===== config.mk =====
export PLATFORM = sky130hd
export DESIGN_NAME = srcb_top
export DESIGN_NICKNAME = d
export VERILOG_FILES = /design/src/core/srcb_pkg.sv /design/src/core/srcb_engine.sv /design/src/core/srcb_top.sv
export SDC_FILE = /design/constraint.sdc
export NUM_CORES = 1
export LEC_CHECK = 0
export ABC_AREA = 1
export BUFFER_PORTS_ARGS = -buffer_cell sky130_fd_sc_hd__clkbuf_2
export CORE_MARGIN = 4
export CORE_UTILIZATION = 30
export CTS_CLUSTER_SIZE = 16
export DETAILED_ROUTE_END_ITERATION = 10
export GPL_TIMING_DRIVEN = 0
export PLACE_DENSITY_LB_ADDON = 0.15
export SLEW_MARGIN = 20
export SYNTH_ARGS = -nofsm -noshare
export SYNTH_HDL_FRONTEND = slang
export SYNTH_HIERARCHICAL = 1
export SYNTH_SLANG_ARGS = --single-unit

===== constraint.sdc =====
create_clock -name clk_sys -period 4.2 [get_ports clk_sys]
set_input_delay 0.21 -clock clk_sys [delete_from_list [all_inputs] [get_ports clk_sys]]
set_output_delay 0.21 -clock clk_sys [all_outputs]
set_load 0.005 [all_outputs]

===== src/core/srcb_pkg.sv =====
package srcb_pkg;

    // ------------------------------------------------------------
    // Register map
    // ------------------------------------------------------------
    localparam logic [7:0] SRCB_CMD_OFF = 8'hb0;
    localparam logic [7:0] SRCB_DATA_OFF = 8'hb4;
    localparam logic [7:0] SRCB_IRQ_STAT_OFF = 8'hb8;
    localparam logic [7:0] SRCB_IRQ_MASK_OFF = 8'hbc;

    // ------------------------------------------------------------
    // Command register fields and reset values
    // ------------------------------------------------------------
    localparam int SRCB_BUSY_BIT = 31;
    localparam int SRCB_OP_LSB = 28;
    localparam int SRCB_OP_W = 3;
    localparam int SRCB_TO_BIT = 9;
    localparam int SRCB_ADDR_W = 8;
    localparam logic [7:0] SRCB_DATA_RST = 8'h00;
    localparam logic [1:0] SRCB_IRQ_RST = 2'h0;

    // Status bits: 0 op done, 1 op timeout
    localparam int SRCB_EV_DONE = 0;
    localparam int SRCB_EV_TO = 1;

    // Operation codes
    localparam logic [2:0] SRCB_OP_READ = 3'h0;
    localparam logic [2:0] SRCB_OP_WRITE = 3'h3;

    // ------------------------------------------------------------
    // Timing
    // ------------------------------------------------------------
    localparam int SRCB_CLK_MHZ = 200;
    localparam int SRCB_TIMEOUT_US = 30;
    localparam int SRCB_TIMEOUT_CYC = SRCB_TIMEOUT_US * SRCB_CLK_MHZ;
    localparam int SRCB_OP_CYC = 64;
    localparam int SRCB_MAC_BYTES = 6;

endpackage


===== src/core/srcb_engine.sv =====
`timescale 1ns/1ps
module srcb_engine
    import srcb_pkg::*;
#(
    parameter int TIMEOUT_CYC = SRCB_TIMEOUT_CYC,
    parameter int OP_CYC = SRCB_OP_CYC
) (
    // Clock and reset
    input wire logic clk_sys,
    input wire logic rst_n,
    // Start and result
    input wire logic start,
    input wire logic rom_present,
    output logic done,
    output logic timed_out
);

    // ------------------------------------------------------------
    // Operation timer
    // ------------------------------------------------------------
    logic [31:0] cnt_q, cnt_d;
    logic run_q, run_d;
    logic done_d, to_d;

    always_comb begin
        cnt_d = cnt_q;
        run_d = run_q;
        done_d = 1'b0;
        to_d = 1'b0;
        if (start) begin
            run_d = 1'b1;
            cnt_d = 32'h0;
        end else if (run_q) begin
            cnt_d = cnt_q + 32'h1;
            if (rom_present && cnt_q == 32'(OP_CYC - 1)) begin
                run_d = 1'b0;
                done_d = 1'b1;
            end else if (cnt_q == 32'(TIMEOUT_CYC - 1)) begin
                run_d = 1'b0;
                done_d = 1'b1;
                to_d = 1'b1;
            end
        end
    end

    always_ff @(posedge clk_sys or negedge rst_n) begin
        if (!rst_n) begin
            cnt_q <= 32'h0;
            run_q <= 1'b0;
            done <= 1'b0;
            timed_out <= 1'b0;
        end else begin
            cnt_q <= cnt_d;
            run_q <= run_d;
            done <= done_d;
            timed_out <= to_d;
        end
    end

endmodule // srcb_engine


===== src/core/srcb_top.sv =====
// What this block does
// - Writing busy one launches selected operation
// - Busy stays set until operation completes
// - Read data valid when busy clears
// - Absent ROM write clears on timeout
// - Busy set after reset during MAC load
// - Busy clears once MAC load ends
//
// The implementer's own choice: the address-and-strobe port.
`timescale 1ns/1ps
module srcb_top
    import srcb_pkg::*;
#(
    parameter int TIMEOUT_CYC = SRCB_TIMEOUT_CYC,
    parameter int OP_CYC = SRCB_OP_CYC
) (
    // Clock and reset
    input wire logic clk_sys,
    input wire logic rst_n,
    // Register port
    input wire logic [7:0] reg_addr,
    input wire logic [31:0] reg_wdata,
    input wire logic reg_wr,
    input wire logic reg_rd,
    output logic [31:0] reg_rdata,
    // ROM side
    input wire logic rom_present,
    input wire logic [7:0] rom_rdata,
    output logic [7:0] rom_wdata,
    output logic [2:0] rom_op,
    output logic [7:0] rom_addr,
    // Interrupt
    output logic irq
);

    // ------------------------------------------------------------
    // Pin synchroniser
    // ------------------------------------------------------------
    logic [1:0] pres_sync_q;
    logic [7:0] rd_s1_q, rd_s2_q;
    always_ff @(posedge clk_sys or negedge rst_n) begin
        if (!rst_n) begin
            pres_sync_q <= 2'h0;
            rd_s1_q <= 8'h00;
            rd_s2_q <= 8'h00;
        end else begin
            pres_sync_q <= {pres_sync_q[0], rom_present};
            rd_s1_q <= rom_rdata;
            rd_s2_q <= rd_s1_q;
        end
    end

    // ------------------------------------------------------------
    // Operation engine
    // ------------------------------------------------------------
    logic eng_start, eng_done, eng_to;
    srcb_engine #(
        .TIMEOUT_CYC(TIMEOUT_CYC),
        .OP_CYC(OP_CYC)
    ) u_engine (
        .clk_sys(clk_sys),
        .rst_n(rst_n),
        .start(eng_start),
        .rom_present(pres_sync_q[1]),
        .done(eng_done),
        .timed_out(eng_to)
    );

    // ------------------------------------------------------------
    // Control state
    // ------------------------------------------------------------
    typedef enum logic [1:0] {SRCB_BOOT, SRCB_MAC, SRCB_IDLE, SRCB_OP} srcb_state_e;

    srcb_state_e st_q, st_d;
    logic [2:0] op_q, op_d;
    logic [7:0] addr_q, addr_d;
    logic [7:0] data_q, data_d;
    logic [2:0] mac_q, mac_d;
    logic to_q, to_d;
    logic [1:0] stat_q, stat_d;
    logic [1:0] mask_q, mask_d;
    logic [31:0] rdata_d;
    logic irq_d;
    logic wr_cmd, wr_data;

    function automatic logic hit(input logic [7:0] a, input logic [7:0] off);
        return a == off;
    endfunction

    assign wr_cmd = reg_wr && hit(reg_addr, SRCB_CMD_OFF);
    assign wr_data = reg_wr && hit(reg_addr, SRCB_DATA_OFF);

    always_comb begin
        st_d = st_q;
        op_d = op_q;
        addr_d = addr_q;
        data_d = data_q;
        mac_d = mac_q;
        to_d = to_q;
        eng_start = 1'b0;
        stat_d = stat_q;
        mask_d = mask_q;
        if (reg_wr && hit(reg_addr, SRCB_IRQ_STAT_OFF)) begin
            stat_d = stat_q & ~reg_wdata[1:0];
        end
        if (reg_wr && hit(reg_addr, SRCB_IRQ_MASK_OFF)) begin
            mask_d = reg_wdata[1:0];
        end
        case (st_q)
            SRCB_BOOT: begin
                eng_start = 1'b1;
                op_d = SRCB_OP_READ;
                addr_d = 8'h00;
                mac_d = 3'h0;
                st_d = SRCB_MAC;
            end
            SRCB_MAC: begin
                if (eng_done) begin
                    if (eng_to || mac_q == 3'(SRCB_MAC_BYTES - 1)) begin
                        st_d = SRCB_IDLE;
                    end else begin
                        mac_d = mac_q + 3'h1;
                        addr_d = addr_q + 8'h01;
                        eng_start = 1'b1;
                    end
                end
            end
            SRCB_IDLE: begin
                if (wr_data) begin
                    data_d = reg_wdata[7:0];
                end
                if (wr_cmd && reg_wdata[SRCB_BUSY_BIT]) begin
                    op_d = reg_wdata[SRCB_OP_LSB +: SRCB_OP_W];
                    addr_d = reg_wdata[SRCB_ADDR_W-1:0];
                    to_d = 1'b0;
                    eng_start = 1'b1;
                    st_d = SRCB_OP;
                end
            end
            SRCB_OP: begin
                if (eng_done) begin
                    st_d = SRCB_IDLE;
                    to_d = eng_to;
                    if (op_q == SRCB_OP_READ && !eng_to) begin
                        data_d = rd_s2_q;
                    end
                end
            end
            default: st_d = SRCB_BOOT;
        endcase
        // Set wins over clear
        if (st_q == SRCB_OP && eng_done) begin
            stat_d[SRCB_EV_DONE] = 1'b1;
            stat_d[SRCB_EV_TO] = stat_d[SRCB_EV_TO] | eng_to;
        end
        irq_d = |(stat_d & mask_d);
        rdata_d = 32'h0;
        if (reg_rd) begin
            case (reg_addr)
                SRCB_CMD_OFF: begin
                    rdata_d[SRCB_BUSY_BIT] = (st_q != SRCB_IDLE);
                    rdata_d[SRCB_OP_LSB +: SRCB_OP_W] = op_q;
                    rdata_d[SRCB_TO_BIT] = to_q;
                    rdata_d[SRCB_ADDR_W-1:0] = addr_q;
                end
                SRCB_DATA_OFF: rdata_d[7:0] = data_q;
                SRCB_IRQ_STAT_OFF: rdata_d[1:0] = stat_q;
                SRCB_IRQ_MASK_OFF: rdata_d[1:0] = mask_q;
                default: rdata_d = 32'h0;
            endcase
        end
    end

    always_ff @(posedge clk_sys or negedge rst_n) begin
        if (!rst_n) begin
            st_q <= SRCB_BOOT;
            op_q <= SRCB_OP_READ;
            addr_q <= 8'h00;
            data_q <= SRCB_DATA_RST;
            mac_q <= 3'h0;
            to_q <= 1'b0;
            stat_q <= SRCB_IRQ_RST;
            mask_q <= SRCB_IRQ_RST;
            reg_rdata <= 32'h0;
            irq <= 1'b0;
            rom_op <= 3'h0;
            rom_addr <= 8'h00;
            rom_wdata <= 8'h00;
        end else begin
            st_q <= st_d;
            op_q <= op_d;
            addr_q <= addr_d;
            data_q <= data_d;
            mac_q <= mac_d;
            to_q <= to_d;
            stat_q <= stat_d;
            mask_q <= mask_d;
            reg_rdata <= rdata_d;
            irq <= irq_d;
            rom_op <= op_d;
            rom_addr <= addr_d;
            rom_wdata <= data_d;
        end
    end

endmodule // srcb_top


==> impl_metrics.py <==
metrics = {
    "power_and_ir_drop": {
        "p_per_area_nw_per_um2": 303,
        "ir_drop_uv": 244,
        "p_leak_uw": 0.00323,
    },
    "clocking": {
        "htree_levels": 3,
        "clock-sinks": 96,
        "path_clk_slew_ns": 0.07,
        "numCtsBuffers": 9,
        "clk_path_buf_depth": 2,
        "post_cts_buffers": 0,
        "clock_latency_ns": 0.35,
        "cts_root_buf": "clkbuf_16",
        "tritoncts": "built",
    },
    "floorplanning": {
        "die_w_um": 139,
        "num_io_pins": 105,
        "fp.dieH_um": 139,
        "initial_core_util_pct": 30.9,
        "core_area_um2": 16800,
        "rows": 47,
        "die_area_um2": 19500,
    },
    "worst_setup_path": {
        "r2r_cells": 12,
        "rr_startpoint": "st_q[0]",
        "crit_path_end_kind": "register",
        "required_ns": 4.44,
        "critPathKind": "register to register",
        "cp_data_arrival_time_ns": 3.03,
        "ff2ff_setup_slack_ns": 1.41,
        "worstSetupStartpointType": "register",
        "reg2reg_to": "u_engine/cnt_q[20]",
        "critPathMaxFanout": 10,
        "crit_start": "st_q[0]",
    },
    "global_route": {
        "grt.overflow.total": 0,
        "grt_pass1_vias": 4225,
        "antenna_found_initial": 0,
        "grtUsageTotal_pct": 13.5,
        "grt_pass1_wl_mm": 21.2,
        "grt_max_degree": 58,
    },
    "flow_run": {
        "drv_cap": 0,
    },
    "detailed_routing": {
        "firstDrtPassIters": 4,
        "drt-total-wl_mm": 12.6,
        "drc": 0,
        "detail_route.vias_per_cell": 4.43,
        "drt_iter0_markers": 227,
        "vias": 4370,
        "antenna_left": 0,
        "post_drt_wl_per_cell_um": 12.8,
    },
    "yosys": {
        "synth_cells": 657,
        "ys_seq_area_share_pct": 46.3,
        "syn_avg_cell_area_um2": 7.89,
        "yosysWarningCount": 6,
        "syn-cell-area_um2": 5180,
        "synth_seq_cells": 96,
        "ys_types": 36,
    },
    "worst_hold_path": {
        "hold_path_startpoint": "reg_wdata[30]",
        "whs_endpoint": "op_q[2]",
        "hold_path.class": "primary input to register",
        "holdPathStages": 3,
    },
    "sta": {
        "min_period_ns": 2.79,
        "slew_violations": 0,
        "finalClockSkew_ns": 0.0100,
        "max_freq_ghz": 0.359,
        "rsz0062_at_grt": "false",
        "setup_violations": 0,
        "setup_tns_ns": 0,
        "tightest_slew_ns": 0.527,
        "slew_headroom_pct": 64.6,
        "finalCritPeriodShare_pct": 66.4,
        "hold_viol_final": 0,
    },
    "layout": {
        "layout-drive-gt1-share_pct": 20.1,
        "area.growth.synth_to_final_pct": 21.6,
        "n_antenna_cell": 0,
        "stdcell_area_um2": 6310,
        "nNetsFinal": 823,
    },
    "status": {
        "status": "completed",
    },
    "place": {
        "place_area_um2": 5880,
        "dp_hpwl_mm": 9.92,
        "port_buffers": 64,
        "place_congestion": 0.857,
    },
}
[cell type report]
type	count	area [µm²]
Buffer	29	209
Clock buffer	9	225
Clock inverter	7	97.6
Fill cell	1791	10500
Inverter	73	274
Multi-Input combinational cell	477	2370
Sequential cell	96	2400
Tap cell	220	275
Timing Repair Buffer	75	457
[cells in the final DEF, fill, tap and decap left out, types with 2 or more instances in the layout]
cell,netlist,layout
nor2_2,5,5
nor2_8,2,2
ha_1,9,9
nor2_4,12,12
nor2_1,84,84
a21oi_1,26,26
clkbuf_16,0,9
or2_2,2,2
conb_1,1,19
nand3_1,49,49
nand3_2,4,4
buf_2,5,5
clkbuf_2,0,63
nand3b_1,2,2
buf_4,21,21
nand2_2,4,4
dlygate4sd3_1,0,10
nor3_1,3,3
o21ai_0,28,28
o21ai_1,7,7
inv_2,4,4
dfrtp_1,96,96
nor3_4,2,2
nand2_1,184,184
nand4_1,12,12
buf_6,2,2
nand2_4,6,6
a21oi_2,2,2
inv_8,0,3
inv_1,67,67
clkinv_1,2,2
o22ai_1,8,8
[state kept, by name, indices dropped and copies added, names as in the netlist, 2 cells and up]
name            cells
data_q              8
stat_q              2
op_q                3
u_engine/cnt_q     32
addr_q              8
pres_sync_q         2
mask_q              2
rd_s2_q             8
reg_rdata          13
rd_s1_q             8
mac_q               3
st_q                2
[critical path, stage by stage, from the launching register on]
cell and delay, ns:
dfrtp_1 0.43, inv_1 0.10, ha_1 0.19, buf_2 0.28, nand4_1 0.34, a31oi_1 0.48
nor2_4 0.13, nor2_4 0.26, nand3b_1 0.16, nor2_1 0.15, nand2_1 0.07, nand2_1 0.06
nor2_1 0.04
[cell usage after synthesis (all sizes together)]
cell type	n	area, µm²
o21ai	35	175
nor3b	1	7.51
a31oi	1	6.26
nand2	194	783
nor2	103	522
conb	1	3.75
clkbuf	1	3.75
ha	9	113
nand3b	2	15.0
clkinv	2	7.51
a22o	1	8.76
buf	28	205
a21oi	28	148
a22oi	1	7.51
inv	71	267
nand4	12	75.1
nor3	5	47.5
dfrtp	96	2400
or2	2	12.5
nand3	54	303
mux2i	1	10.0
o22ai	9	62.6
[where the power goes]
| group | switching (µW) | internal [µW] |
|---|---|---|
| logic | 53.0 | 39.3 |
| clock network | 397 | 483 |
| registers | 4.55 | 936 |
| total | 454 | 1460 |
[how the worst max path moves through the flow]
stage / endpoint / slack, ns
CTS: u_engine/cnt_q[20] / 1.34
global route: u_engine/cnt_q[24] / 1.15
detailed placement: u_engine/cnt_q[20] / 1.35
floorplan: u_engine/cnt_q[16] / 2.02
global placement: u_engine/cnt_q[20] / 1.38
finish: u_engine/cnt_q[20] / 1.41
[stage by stage]
stage / worst slack [ns] / hold slack (ns) / total power, µW / utilization [%] / cells
floorplan: 2.02 / -0.0856 / 996 / - / 675
global placement: 1.38 / 0.319 / 1040 / 34.9 / 959
detailed placement: 1.35 / 0.159 / 1050 / 35.1 / 960
CTS: 1.34 / 0.0734 / 1950 / 37.6 / 986
global route: 1.15 / 0.0985 / 2000 / 37.6 / 986
finish: 1.41 / 0.0896 / 1910 / 37.6 / 986
[what timing repair did]
action	CTS	global route
resized for setup	0	0
hold endpoints to repair	48	0
hold buffers	10	0
[per-layer routing]
metal / global-route usage, % / up-vias / share of wire, %
li1: - / 2268 / -
met1: 17.0 / 1986 / 44
met2: 22.7 / 101 / 48
met3: 3.40 / 15 / 5.9
met4: 4.12 / 0 / 1.8
met5: 0 / - / 0
[cell families after synthesis]
group | count (synthesis) | share of synthesized area, %
and+or+nand+nor | 373 | 34.0
DFF | 96 | 46.3
buffers and inverters | 102 | 9.31
muxes | 1 | 0.193
other | 1 | 0.0723
AOI/OAI and AO/OA | 75 | 7.87
adders and majority gates | 9 | 2.17
Note: power is estimated with default switching activity, not from simulation.
